$ cat src/verilog/cgsc_pkg.sv
`default_nettype none
package cgsc_pkg;
  localparam int ADDR_W = 11;
  localparam int DATA_W = 32;
  localparam int BE_W   = 4;
  localparam int DIV_W  = 8;

  localparam logic [10:0] OFF_CTRL     = 11'h000;
  localparam logic [10:0] OFF_STATUS   = 11'h004;
  localparam logic [10:0] OFF_PHASE    = 11'h008;
  localparam logic [10:0] OFF_DIV_BASE = 11'h040;

  localparam int CTRL_RESET_BIT = 0;
  localparam int CTRL_PD_BIT    = 1;

  localparam logic [DIV_W-1:0] DIV_RESET = 8'h04;
  localparam logic [DIV_W-1:0] DIV_MIN   = 8'h02;

  localparam logic [1:0] RESP_OKAY   = 2'h0;
  localparam logic [1:0] RESP_SLVERR = 2'h2;

  localparam int CLK_MHZ      = 125;
  localparam int LOCK_TIME_NS = 1000;
  localparam int LOCK_CYC     = (LOCK_TIME_NS * CLK_MHZ + 999) / 1000;
  localparam int STOP_TIME_NS = 200;
  localparam int STOP_CYC     = (STOP_TIME_NS * CLK_MHZ + 999) / 1000;
  localparam int PS_TIME_NS   = 96;
  localparam int PS_CYC       = (PS_TIME_NS * CLK_MHZ + 999) / 1000;

  typedef struct packed {
    logic lost;
    logic ps_busy;
    logic div_done;
    logic halted;
    logic locked;
  } cgsc_status_t;
endpackage
`default_nettype wire

$ cat src/verilog/cgsc_out_div.sv
`timescale 1ns/1ps
`default_nettype none
module cgsc_out_div #(
  parameter int DIV_W = 8
) (
  input  wire logic             i_clk_sys,
  input  wire logic             i_reset,
  input  wire logic             i_hold,
  input  wire logic             i_run,
  input  wire logic [DIV_W-1:0] i_div,
  input  wire logic             i_load,
  input  wire logic             i_slip,
  input  wire logic             i_skip,
  output logic                  o_clk,
  output logic                  o_loaded
);
  logic [DIV_W-1:0] div_act;
  logic [DIV_W-1:0] cnt;
  logic [DIV_W-1:0] last;
  logic [DIV_W-1:0] div_safe;
  logic             wrap;

  assign div_safe = (i_div < DIV_W'(2)) ? DIV_W'(2) : i_div;
  assign last     = div_act - DIV_W'(1);
  assign wrap     = (cnt >= last);

  // New divide taken only at a period boundary or while stopped or held, so no runt pulse escapes
  always_ff @(posedge i_clk_sys) begin
    if (i_reset || i_hold) begin
      div_act  <= div_safe;
      o_loaded <= 1'b0;
    end else if (!i_load) begin
      o_loaded <= 1'b0;
    end else if ((wrap || !i_run) && !o_loaded) begin
      div_act  <= div_safe;
      o_loaded <= 1'b1;
    end
  end

  always_ff @(posedge i_clk_sys) begin
    if (i_reset || i_hold || !i_run) begin
      cnt <= '0;
    end else if (i_slip) begin
      cnt <= cnt;
    end else if (i_skip) begin
      if (wrap) begin
        cnt <= DIV_W'(1);
      end else if (cnt + DIV_W'(1) == last) begin
        cnt <= '0;
      end else begin
        cnt <= cnt + DIV_W'(2);
      end
    end else if (wrap) begin
      cnt <= '0;
    end else begin
      cnt <= cnt + DIV_W'(1);
    end
  end

  always_ff @(posedge i_clk_sys) begin
    if (i_reset || i_hold || !i_run) begin
      o_clk <= 1'b0;
    end else begin
      o_clk <= (cnt < (div_act >> 1));
    end
  end
endmodule
`default_nettype wire

$ cat src/verilog/cgsc_top.sv
`timescale 1ns/1ps
`default_nettype none
module cgsc_top #(
  parameter int N_OUT          = 4,
  parameter bit RESET_ACT_LOW  = 1'b0,
  parameter bit DIFF_INPUT     = 1'b0,
  parameter bit SPREAD_SPECTRUM = 1'b0,
  parameter bit LIVE_UPDATE_EN = 1'b1,
  parameter bit EN_RESET       = 1'b1,
  parameter bit EN_POWER_DOWN  = 1'b1,
  parameter bit EN_HALTED      = 1'b1,
  parameter bit EN_LOCKED      = 1'b1,
  parameter bit EN_PHASE_SHIFT = 1'b1
) (
  input  wire logic                       i_clk_sys,
  input  wire logic                       i_reset,
  input  wire logic                       i_primary_input_clock,
  input  wire logic                       i_primary_input_clock_n,
  input  wire logic                       i_prim_reset,
  input  wire logic                       i_power_down,
  input  wire logic                       i_ps_en,
  input  wire logic                       i_ps_inc,
  input  wire logic                       i_div_chg_req,
  input  wire logic [cgsc_pkg::ADDR_W-1:0] i_reg_addr,
  input  wire logic [cgsc_pkg::DATA_W-1:0] i_reg_wdata,
  input  wire logic [cgsc_pkg::BE_W-1:0]   i_reg_be,
  input  wire logic                       i_reg_wr,
  input  wire logic                       i_reg_rd,
  output logic      [cgsc_pkg::DATA_W-1:0] o_reg_rdata,
  output logic      [1:0]                 o_reg_resp,
  output logic      [N_OUT-1:0]           o_clk_out,
  output logic                            o_locked,
  output logic                            o_src_halted,
  output logic                            o_ps_done,
  output logic                            o_div_chg_done
);
  localparam int LOCK_W  = $clog2(cgsc_pkg::LOCK_CYC + 1);
  localparam int STOP_W  = $clog2(cgsc_pkg::STOP_CYC + 1);
  localparam int PS_W    = $clog2(cgsc_pkg::PS_CYC + 1);
  localparam logic [LOCK_W-1:0] LOCK_LAST = LOCK_W'(cgsc_pkg::LOCK_CYC);
  localparam logic [STOP_W-1:0] STOP_LAST = STOP_W'(cgsc_pkg::STOP_CYC);
  localparam logic [PS_W-1:0]   PS_LAST   = PS_W'(cgsc_pkg::PS_CYC);
  localparam int IDX_W   = (N_OUT > 1) ? $clog2(N_OUT) : 1;

  cgsc_pkg::cgsc_status_t status;

  logic                         ctrl_sw_reset;
  logic                         ctrl_pd;
  logic [cgsc_pkg::DIV_W-1:0]   div_cfg [N_OUT];
  logic                         prim_clear;
  logic                         rst_meta;
  logic                         rst_hold;
  logic                         prim_hold;
  logic                         pd_meta;
  logic                         pd_sync;
  logic                         pd_act;
  logic                         src_meta;
  logic                         src_sync;
  logic                         src_prev;
  logic                         neg_meta;
  logic                         neg_sync;
  logic [STOP_W-1:0]            idle_cnt;
  logic                         halted;
  logic [LOCK_W-1:0]            lock_cnt;
  logic                         locked_int;
  logic                         lost;
  logic                         ps_busy;
  logic [PS_W-1:0]              ps_cnt;
  logic                         ps_dir;
  logic                         ps_apply;
  logic signed [15:0]           phase_pos;
  logic                         req_q;
  logic                         chg_pend;
  logic [N_OUT-1:0]             ch_loaded;
  logic [N_OUT-1:0]             ch_clk;
  logic                         run;
  logic                         src_level;
  logic                         addr_ok;
  logic                         is_div;
  logic [3:0]                   div_idx;
  logic [IDX_W-1:0]             div_sel;
  logic [cgsc_pkg::DATA_W-1:0]  next_rdata;
  logic [1:0]                   next_resp;

  // Software reset and the pin share one asynchronous clear
  // Polarity folded once so both settings clear identically
  assign prim_clear = ctrl_sw_reset |
    (EN_RESET & (RESET_ACT_LOW ? ~i_prim_reset : i_prim_reset));

  // Asserts at once, releases two edges after the pin drops
  always_ff @(posedge i_clk_sys or posedge prim_clear) begin
    if (prim_clear) begin
      rst_meta <= 1'b1;
      rst_hold <= 1'b1;
    end else begin
      rst_meta <= 1'b0;
      rst_hold <= rst_meta;
    end
  end
  assign prim_hold = rst_hold | i_reset;

  // Each leg synchronised on its own before any logic combines them
  always_ff @(posedge i_clk_sys) begin
    pd_meta  <= i_power_down;
    pd_sync  <= pd_meta;
    src_meta <= i_primary_input_clock;
    src_sync <= src_meta;
    neg_meta <= i_primary_input_clock_n;
    neg_sync <= neg_meta;
    src_prev <= src_level;
  end
  assign pd_act    = (EN_POWER_DOWN & pd_sync) | ctrl_pd;
  assign src_level = DIFF_INPUT ? (src_sync & ~neg_sync) : src_sync;

  // Activity watch: no edge for the stop window means the source halted
  always_ff @(posedge i_clk_sys) begin
    if (i_reset || src_level != src_prev) begin
      idle_cnt <= '0;
    end else if (idle_cnt != STOP_LAST) begin
      idle_cnt <= idle_cnt + STOP_W'(1);
    end
  end
  assign halted = (idle_cnt == STOP_LAST);

  // Lock sequence; a lost source stays lost until a fresh reset
  always_ff @(posedge i_clk_sys or posedge prim_clear) begin
    if (prim_clear) begin
      lock_cnt <= '0;
      lost     <= 1'b0;
    end else if (prim_hold) begin
      lock_cnt <= '0;
      lost     <= 1'b0;
    end else if (pd_act) begin
      lock_cnt <= '0;
    end else if (halted) begin
      lock_cnt <= '0;
      lost     <= 1'b1;
    end else if (!lost && lock_cnt != LOCK_LAST) begin
      lock_cnt <= lock_cnt + LOCK_W'(1);
    end
  end
  assign locked_int = (lock_cnt == LOCK_LAST) && !lost && !halted &&
                      !pd_act && !prim_hold;
  assign run = !pd_act && !prim_hold && !halted;

  // Registered so downstream logic sees clean levels
  always_ff @(posedge i_clk_sys) begin
    if (i_reset) begin
      o_locked     <= 1'b0;
      o_src_halted <= 1'b0;
    end else begin
      o_locked     <= EN_LOCKED & locked_int;
      o_src_halted <= EN_HALTED & halted;
    end
  end

  // Phase step: accepted only while locked and idle
  always_ff @(posedge i_clk_sys) begin
    if (i_reset || prim_hold) begin
      ps_busy   <= 1'b0;
      ps_cnt    <= '0;
      ps_dir    <= 1'b0;
      o_ps_done <= 1'b0;
      phase_pos <= 16'sh0000;
    end else begin
      o_ps_done <= 1'b0;
      if (!ps_busy) begin
        if (EN_PHASE_SHIFT && i_ps_en && locked_int) begin
          ps_busy <= 1'b1;
          ps_cnt  <= '0;
          ps_dir  <= i_ps_inc;
        end
      end else if (ps_cnt == PS_LAST - PS_W'(1)) begin
        ps_busy   <= 1'b0;
        o_ps_done <= 1'b1;
        phase_pos <= ps_dir ? phase_pos + 16'sh0001 : phase_pos - 16'sh0001;
      end else begin
        ps_cnt <= ps_cnt + PS_W'(1);
      end
    end
  end
  assign ps_apply = ps_busy && (ps_cnt == PS_LAST - PS_W'(1));

  // Live divider change handshake
  always_ff @(posedge i_clk_sys) begin
    if (i_reset) begin
      req_q    <= 1'b0;
      chg_pend <= 1'b0;
    end else begin
      req_q <= i_div_chg_req;
      if (!i_div_chg_req) begin
        chg_pend <= 1'b0;
      end else if (!req_q && LIVE_UPDATE_EN) begin
        chg_pend <= 1'b1;
      end
    end
  end

  always_ff @(posedge i_clk_sys) begin
    if (i_reset) begin
      o_div_chg_done <= 1'b0;
    end else begin
      o_div_chg_done <= chg_pend && (&ch_loaded);
    end
  end

  // Control bits live in byte lane 0; other lanes ignored
  always_ff @(posedge i_clk_sys) begin
    if (i_reset) begin
      ctrl_sw_reset <= 1'b0;
      ctrl_pd       <= 1'b0;
    end else if (i_reg_wr && i_reg_addr == cgsc_pkg::OFF_CTRL &&
                 i_reg_be[0]) begin
      ctrl_sw_reset <= i_reg_wdata[cgsc_pkg::CTRL_RESET_BIT];
      ctrl_pd       <= i_reg_wdata[cgsc_pkg::CTRL_PD_BIT];
    end
  end

  // One divide word per output, upward from the divider base
  assign is_div  = (i_reg_addr[10:6] == cgsc_pkg::OFF_DIV_BASE[10:6]) &&
                   (i_reg_addr[1:0] == 2'h0) &&
                   (32'(i_reg_addr[5:2]) < N_OUT);
  assign div_idx = i_reg_addr[5:2];
  assign div_sel = div_idx[IDX_W-1:0];

  genvar g;
  generate
    for (g = 0; g < N_OUT; g++) begin : g_ch
      localparam bit CH_ON = !(SPREAD_SPECTRUM && (g == 2 || g == 3));
      always_ff @(posedge i_clk_sys) begin
        if (i_reset) begin
          div_cfg[g] <= cgsc_pkg::DIV_RESET;
        end else if (i_reg_wr && is_div && div_idx == 4'(g) &&
                     i_reg_be[0]) begin
          div_cfg[g] <= i_reg_wdata[cgsc_pkg::DIV_W-1:0];
        end
      end

      cgsc_out_div #(
        .DIV_W (cgsc_pkg::DIV_W)
      ) u_div (
        .i_clk_sys (i_clk_sys),
        .i_reset   (i_reset),
        .i_hold    (prim_hold),
        .i_run     (run && CH_ON),
        .i_div     (div_cfg[g]),
        .i_load    (chg_pend),
        // Increase holds one count, decrease skips one
        .i_slip    (ps_apply && ps_dir),
        .i_skip    (ps_apply && !ps_dir),
        .o_clk     (ch_clk[g]),
        .o_loaded  (ch_loaded[g])
      );
      // Spread spectrum drops the third and fourth outputs
      assign o_clk_out[g] = CH_ON ? ch_clk[g] : 1'b0;
    end
  endgenerate

  // Status word shows the raw lock, not the registered pin
  assign status.lost     = lost;
  assign status.ps_busy  = ps_busy;
  assign status.div_done = o_div_chg_done;
  assign status.halted   = halted;
  assign status.locked   = locked_int;

  always_comb begin
    next_rdata = 32'h0000_0000;
    addr_ok    = 1'b1;
    if (i_reg_addr == cgsc_pkg::OFF_CTRL) begin
      next_rdata[cgsc_pkg::CTRL_RESET_BIT] = ctrl_sw_reset;
      next_rdata[cgsc_pkg::CTRL_PD_BIT]    = ctrl_pd;
    end else if (i_reg_addr == cgsc_pkg::OFF_STATUS) begin
      next_rdata[$bits(status)-1:0] = status;
      addr_ok = !i_reg_wr;
    end else if (i_reg_addr == cgsc_pkg::OFF_PHASE) begin
      next_rdata[15:0] = phase_pos;
      addr_ok = !i_reg_wr;
    end else if (is_div) begin
      next_rdata[cgsc_pkg::DIV_W-1:0] = div_cfg[div_sel];
    end else begin
      addr_ok = 1'b0;
    end
    // Only okay or slave error; decode error never produced
    next_resp = addr_ok ? cgsc_pkg::RESP_OKAY
                        : cgsc_pkg::RESP_SLVERR;
  end

  // Answer stands one cycle; an idle bus shows zero and okay
  always_ff @(posedge i_clk_sys) begin
    if (i_reset) begin
      o_reg_rdata <= 32'h0000_0000;
      o_reg_resp  <= cgsc_pkg::RESP_OKAY;
    end else begin
      o_reg_rdata <= i_reg_rd ? next_rdata : 32'h0000_0000;
      o_reg_resp  <= (i_reg_rd || i_reg_wr) ? next_resp
                                            : cgsc_pkg::RESP_OKAY;
    end
  end
endmodule
`default_nettype wire

$ cat config.mk
export PLATFORM = sky130hd
export DESIGN_NAME = cgsc_top
export DESIGN_NICKNAME = d
export VERILOG_FILES = /design/src/verilog/cgsc_pkg.sv /design/src/verilog/cgsc_out_div.sv /design/src/verilog/cgsc_top.sv
export SDC_FILE = /design/constraint.sdc
export NUM_CORES = 1
export LEC_CHECK = 0
export ABC_CLOCK_PERIOD_IN_PS = 1000
export BUFFER_PORTS_ARGS = -buffer_cell sky130_fd_sc_hd__buf_2
export CAP_MARGIN = 10
export CORE_UTILIZATION = 40
export CTS_CLUSTER_SIZE = 20
export DETAILED_ROUTE_END_ITERATION = 10
export PLACE_DENSITY = 0.69
export SYNTH_ARGS = -nofsm -noshare
export SYNTH_HDL_FRONTEND = slang
export SYNTH_SLANG_ARGS = --single-unit
$ cat constraint.sdc
create_clock -name i_clk_sys -period 1 [get_ports i_clk_sys]
set_clock_uncertainty 0.2 [all_clocks]
set_input_delay 0.2 -clock i_clk_sys [delete_from_list [all_inputs] [get_ports i_clk_sys]]
set_output_delay 0.2 -clock i_clk_sys [all_outputs]
set_load 0.005 [all_outputs]
Word-level counts from Yosys, hierarchy flattened
Memory sizes are Yosys's and may differ from the RTL's.
Index checks and enable logic that the tools add are counted.
{"block": "word_totals", "regBits": 156, "latch_bits": 0, "ram_bits": 32, "romBits": 0, "inputBits": 58, "out_inout_bits": 42, "word_cells": 256, "mem_count": 1}
{"memory": "div_cfg", "depth": 4, "width": 8, "rd": 5, "rd_clocked_by_memory_dff": 0, "wr": 4, "line_no": "cgsc_top.sv:49", "rtl": "logic [cgsc_pkg::DIV_W-1:0] div_cfg [N_OUT];"}
{"block": "classes", "addsub": 17, "multipliers": 0, "n_div": 0, "n_lt_le_gt_ge": 13, "n_eq_ne": 18, "n_shift": 0, "muxes": 74, "bitwise_logic": 13, "reduce_logical": 76}
{"cell": "$mux 8", "n": 38}
{"cell": "$add 8x1->8 const B", "n": 4}
{"cell": "$add 8x2->8 const B", "n": 4}
{"cell": "$eq 8x8->1", "n": 4}
{"cell": "$ge 8x8->1", "n": 4}
{"cell": "$lt 8x2->1 const B", "n": 4}
{"cell": "$lt 8x7->1", "n": 4}
{"cell": "$sub 8x1->8 const B", "n": 4}
{"cell": "$logic_and 1x1->1", "n": 29}
{"cell": "$mux 7", "n": 4}
{"cell": "$mux 1", "n": 25}
{"cell": "$add 16x2->16 const B", "n": 1}
{"cell": "$mux 16", "n": 1}
{"cell": "$reduce_and 2->1", "n": 8}
{"cell": "$sub 16x2->16 const B", "n": 1}
{"cell": "$reduce_bool 2->1", "n": 7}
{"cell": "$mux 4", "n": 3}
{"cell": "$eq 11x3->1 const B", "n": 1}
{"cell": "$eq 11x4->1 const B", "n": 1}
{"cell": "$logic_not 1->1", "n": 11}
{"cell": "$logic_not 11->1", "n": 1}
{"cell": "$reduce_or 2->1", "n": 5}
{"cell": "$eq 4x2->1 const B", "n": 2}
{"cell": "$logic_or 1x1->1", "n": 8}
{"cell": "other kinds (25)", "n": 37}

Logic depth before layout (Yosys ltp)
{"block": "depth", "word_depth": 10, "depth_mapped": 14, "mapped_depth_nobuf": 13}

Modules after synthesis
A second synthesis with hierarchy kept.
{"block": "unflattened", "hier_cells": 1185, "area_unflattened_um2": 11095.6}
{"mod": "cgsc_out_div", "n_inst": 4, "cells_per_inst": 179, "area_each_um2": 1550.2, "seq_area_each_um2": 440.4}
{"mod": "cgsc_top", "n_inst": 1, "cells_per_inst": 469, "area_each_um2": 4894.7, "seq_area_each_um2": 2354.8}

Worst setup path after synthesis
Ideal clock, no wire load.
{"block": "synth_timing", "path_kind": "reg-to-reg", "from": "register g_ch[1].u_div.div_act[0]", "to": "register g_ch[1].u_div.div_act[0] (enable)", "setup_ps": 387, "arrival_time_ps": 3091, "required_ps": 413, "slack_ps": -2678, "stages_incl_launch_ff": 13, "path_buffers": 1, "synth_period_minus_slack_ps": 3678, "path_cell_list": "edfxtp_1 -> inv_1 -> ha_1 -> or3b_2 -> nor3_1 -> xnor2_1 -> ha_1 -> nand4_1 -> nor2_1 -> a221o_1 -> clkbuf_1 -> nor2_1 -> o31ai_1"}
{"block": "synth_between", "elab_chain_cells": 6}
{"item": "start, declared", "line_no": "cgsc_out_div.sv:17", "rtl": "logic [DIV_W-1:0] div_act;"}
{"item": "start signal, assigned", "line_no": "cgsc_out_div.sv:30", "rtl": "div_act <= div_safe;"}
{"item": "start signal, assigned", "line_no": "cgsc_out_div.sv:35", "rtl": "div_act <= div_safe;"}
{"item": "$sub 8x1->8", "line_no": "cgsc_out_div.sv:24", "rtl": "assign last = div_act - DIV_W'(1);"}
{"item": "$ge 8x8->1", "line_no": "cgsc_out_div.sv:25", "rtl": "assign wrap = (cnt >= last);"}
{"item": "$logic_or 1x1->1", "line_no": "cgsc_out_div.sv:34", "rtl": "end else if ((wrap || !i_run) && !o_loaded) begin"}
{"item": "$logic_and 1x1->1", "line_no": "cgsc_out_div.sv:34"}
{"item": "$reduce_bool 2->1 (no line)"}
{"item": "$reduce_and 2->1 (no line)"}
Every way passes these cells.
A chain may end at the register's enable or synchronous reset.

Worst setup path after layout
{"block": "layout_timing", "from": "register g_ch[1].u_div.div_act[1]", "to": "register g_ch[1].u_div.cnt[0]"}
{"block": "layout_between", "elab_chain_cells": 5, "elab_cells_between_ends": 7, "classes_between": "add/sub: 1; order compare: 1; eq/ne: 1; mux: 4"}
{"item": "$sub 8x1->8 (*)", "line_no": "cgsc_out_div.sv:24"}
{"item": "branches (longest 3 deep; another with $ge 8x8->1)"}
{"item": "$mux 8 (*)", "line_no": "cgsc_out_div.sv:45", "rtl": "end else if (i_skip) begin"}
{"item": "end signal, assigned", "line_no": "cgsc_out_div.sv:44", "rtl": "cnt <= cnt;"}
{"item": "end signal, assigned", "line_no": "cgsc_out_div.sv:51", "rtl": "cnt <= cnt + DIV_W'(2);"}
{"item": "end signal, assigned", "line_no": "cgsc_out_div.sv:56", "rtl": "cnt <= cnt + DIV_W'(1);"}
{"item": "end, declared", "line_no": "cgsc_out_div.sv:18", "rtl": "logic [DIV_W-1:0] cnt;"}
Every way passes the cells marked *.

==> flow_metrics.tcl <==
set metrics [dict create \
    fin_ws_ns -2.390 \
    cp-startpoint "g_ch[1].u_div.div_act[1]" \
    tightest_slew_ns 0.5479 \
    cts_buffer_depth 2 \
    syn2layout_area_growth_pct 65.99 \
    whs_endpoint "req_q" \
    synth_top_family_by_area "simple AND/OR/NAND/NOR gates" \
    synth_fa_ha_area_share_pct 10.57 \
    synthMuxAreaShare_pct 2.100 \
    max_freq_mhz 295.0 \
    finalSetupViolations 247 \
    syn_area_sq_mm 0.01049 \
    status "complete, but fails checks" \
    slew_violations 0 \
    die_area_sq_mm 0.02686 \
    netlist-cell-type-count 76 \
    die_height_um 163.9 \
    yosysSeqAreaShare_pct 39.26 \
    start_util_pct 41.16 \
    drt_iter0_drc 1080 \
    fin_crit_ns 3.390 \
    clkLatencyLatePin_ns 0.46 \
    drc 0 \
    cts-root-buf "clkbuf_16" \
    rr_worst_depth 10 \
    path_cells "or4_4, nor4_4, xnor2_1, ha_1, nand4_1, nor2_1, a221o_2, buf_6, or3_1, a31oi_1" \
    drt-pass1-iter-count 6 \
    antenna_found_initial 0 \
    power_frac_clock_pct 40.3 \
    vias 11357 \
    synth_xor_area_share_pct 8.413 \
    max_cap_violations 0 \
    vias_per_cell 5.830 \
    synth_seq_cells 171 \
    final.period_utilization_pct 339.0 \
    p_sw_uw 5216 \
    cts_hold_buf 7 \
    hold_viol_final 27 \
    synthTopCellsByArea "dfxtp_1 19%, edfxtp_1 18%, ha_1 10%" \
    rows 58 \
    ys_warn_count 0 \
    worstPathArrival_ns 3.56 \
    clock-sinks 171 \
    numCtsBuffers 17 \
    placed_cells 1823 \
    intPower_uw 12340 \
    switching_share_pct 29.71 \
    critPathLaunchType "flop" \
    ant_nets 0 \
    synth_flop_cell "dfxtp_1" \
    grtUsageTotal_pct 26.76 \
    wl_mm 41.99 \
    ys_async_sr_fraction_pct 5.848 \
    fin_hold_ws_ns -0.1360 \
    path_max_fanout 7 \
    critPathCaptureType "flop" \
    holdCritPathClass "in -> reg" \
    violations "negative hold slack, negative setup slack" \
    syn_area_per_cell_sq_um 9.246 \
    h-tree-depth 4 \
    maxSlewHeadroom_pct 63.34 \
    crit_type "reg -> reg" \
    seqPwrFrac_pct 43.6 \
    dpl_worst_slack_ns -2.309 \
    ios 100 \
    fill_cells 1621 \
    die_w_um 163.9 \
    cts_tree "done" \
    gp_congestion 0.8807 \
    slowest_stage "or4_4" \
    hold_depth 2 \
    clk_pin_slew_worst_paths_ns 0.08 \
    synth_top_cell_by_area "dfxtp_1" \
    rrSetupSlack_ns -2.39 \
    min_from "i_div_chg_req" \
    rsz0062_at_grt "yes" \
    grt_pass1_vias 10839 \
    cp.required_ns 1.17 \
    power_leakage_uw 0.007527 \
    antenna_cells 0 \
    reg2reg_from "g_ch[1].u_div.div_act[1]" \
    dp_hpwl_mm 23.00 \
    drive_above_1_share_pct 52.47 \
    coreArea_sq_mm 0.02547 \
    grt_pass1_wl_mm 55.88 \
    synth_edf_count 64 \
    r2r_end "g_ch[1].u_div.cnt[0]" \
    synthSimpleGateAreaFrac_pct 20.01 \
    slowest_delay_ns 0.56 \
    grt_max_degree 21 \
    synthCells 1134 \
    synth_compound_area_share_pct 13.93 \
    final_nets 1751 \
    peakVddDrop_mv 0.7737 \
    synth_top_area_share_pct 18.52 \
    fin_cells 1948 \
    comb_power_share_pct 16.1 \
    wl_per_cell_um 21.56 \
    overflow 0 \
    power.density_mw_per_mm2 1009 \
    io_buffers 54 \
]
==> power by group through the flow <==
stage	logic, uW	clock network [uW]	registers [uW]
floorplan	1100	0	7760
global placement	2010	0	7740
detailed placement	2070	0	7750
CTS	2430	6910	7610
global route	2980	7310	7670
finish	2820	7080	7650
==> kinds of logic after synthesis <==
| group | after synthesis |
|---|---|
| buffers and inverters | 136 |
| XOR/XNOR | 99 |
| AND/OR/NAND/NOR | 409 |
| other | 1 |
| flip-flops | 171 |
| adder cells (fa/ha/maj) | 88 |
| AO/OA/AOI/OAI | 218 |
| multiplexers | 12 |
==> cells in the mapped netlist (all sizes together) (23+ instances only) <==
master,number
a21oi,55
and2,39
buf,33
clkbuf,48
dfxtp,97
edfxtp,64
ha,87
inv,54
nand2,77
nand2b,23
nand3,32
nor2,99
nor3,48
o21ai,42
xnor2,82
==> routing by layer <==
layer  vias to the layer above  GRT usage (%)  routed length (um)
li1                       4967              -                   -
met3                       220          4.394                2932
met1                      5545          31.94               15550
met4                         0          11.36                2866
met2                       625          47.30               20640
met5                         -              0                   0
==> per-stage QoR <==
stage               utilization, %  setup TNS (ns)  hold slack [ns]  total power (uW)  cell area [sq um]
floorplan                        -         -238.41         0.005494              8853              11290
global placement             56.28         -257.23          0.03806              9754              14340
detailed placement           56.28         -266.77          0.04490              9824              14340
CTS                          64.51         -225.97          -0.1431             16960              16430
global route                 68.33         -266.17          -0.1350             17950              17400
finish                       68.33         -250.81          -0.1360             17550              17400
==> worst max-delay path: cells and delay by family, from the launching register on <==
| family | cells | cell delay (ns) |
|---|---|---|
| AND/OR/NAND/NOR | 5 | 1.31 |
| AO/OA/AOI/OAI | 2 | 0.64 |
| flip-flops | 1 | 0.44 |
| adder cells (fa/ha/maj) | 1 | 0.31 |
| XOR/XNOR | 1 | 0.23 |
| buffers and inverters | 1 | 0.17 |
==> placed cells by master, fill, tap and decap left out, types with 10 or more instances in the layout <==
cell type / count
nor2_1: 70
o21ai_0: 10
ha_4: 17
nand2b_1: 22
dfxtp_2: 13
inv_1: 40
nor2_4: 14
nor3_4: 18
nand2_1: 66
a21oi_1: 28
a21o_1: 22
dfxtp_1: 82
nand3_1: 22
and3_1: 10
xnor2_1: 62
nand4_1: 13
xor2_1: 14
buf_4: 357
nor3_1: 21
conb_1: 18
xnor2_2: 19
and2_4: 15
o21a_1: 10
buf_2: 47
clkbuf_16: 18
a21oi_2: 22
ha_1: 66
edfxtp_1: 64
o21ai_1: 20
a211oi_2: 10
buf_6: 86
nor2_2: 15
buf_12: 16
and2_1: 24
nor4_4: 11
==> layout make-up <==
class / count / area (sq um) / area share (%)
Multi-Input combinational cell: 844 / 7681 / 44.13
Timing Repair Buffer: 516 / 4329 / 24.87
Sequential cell: 171 / 4140 / 23.79
Clock buffer: 17 / 425.4 / 2.444
Tap cell: 330 / 412.9 / 2.372
Inverter: 55 / 220.2 / 1.265
Clock inverter: 15 / 195.2 / 1.121
==> registers in the layout (all words and copies together), names as in the netlist, 4 cells and up <==
| signal | cells |
|---|---|
| g_ch.u_div.o_clk | 4 |
| div_cfg | 32 |
| o_reg_rdata | 16 |
| ps_cnt | 4 |
| lock_cnt | 7 |
| g_ch.u_div.div_act | 32 |
| idle_cnt | 5 |
| g_ch.u_div.o_loaded | 4 |
| phase_pos | 16 |
| g_ch.u_div.cnt | 32 |
==> worst max-delay path by stage <==
stage | depth (start not counted) | end | slack (ns)
6_report | 10 | g_ch[1].u_div.cnt[0] | -2.39
5_1_grt | 10 | g_ch[1].u_div.cnt[0] | -2.46
4_1_cts | 10 | g_ch[1].u_div.cnt[0] | -2.20
3_5_place_dp | 11 | g_ch[1].u_div.div_act[4] | -2.31
3_3_place_gp | 11 | g_ch[1].u_div.div_act[5] | -2.25
2_1_floorplan | 12 | g_ch[2].u_div.div_act[0] | -2.09
==> timing repair <==
item                                    4_1_cts  5_1_grt
endpoints found under the hold margin        53       27
resized for setup                           220      167
buffers inserted                             57       56
pin swaps                                   148      115
endpoints found under the setup margin      241      249
gates cloned                                  1        0
(Power assumes the default switching activity.)
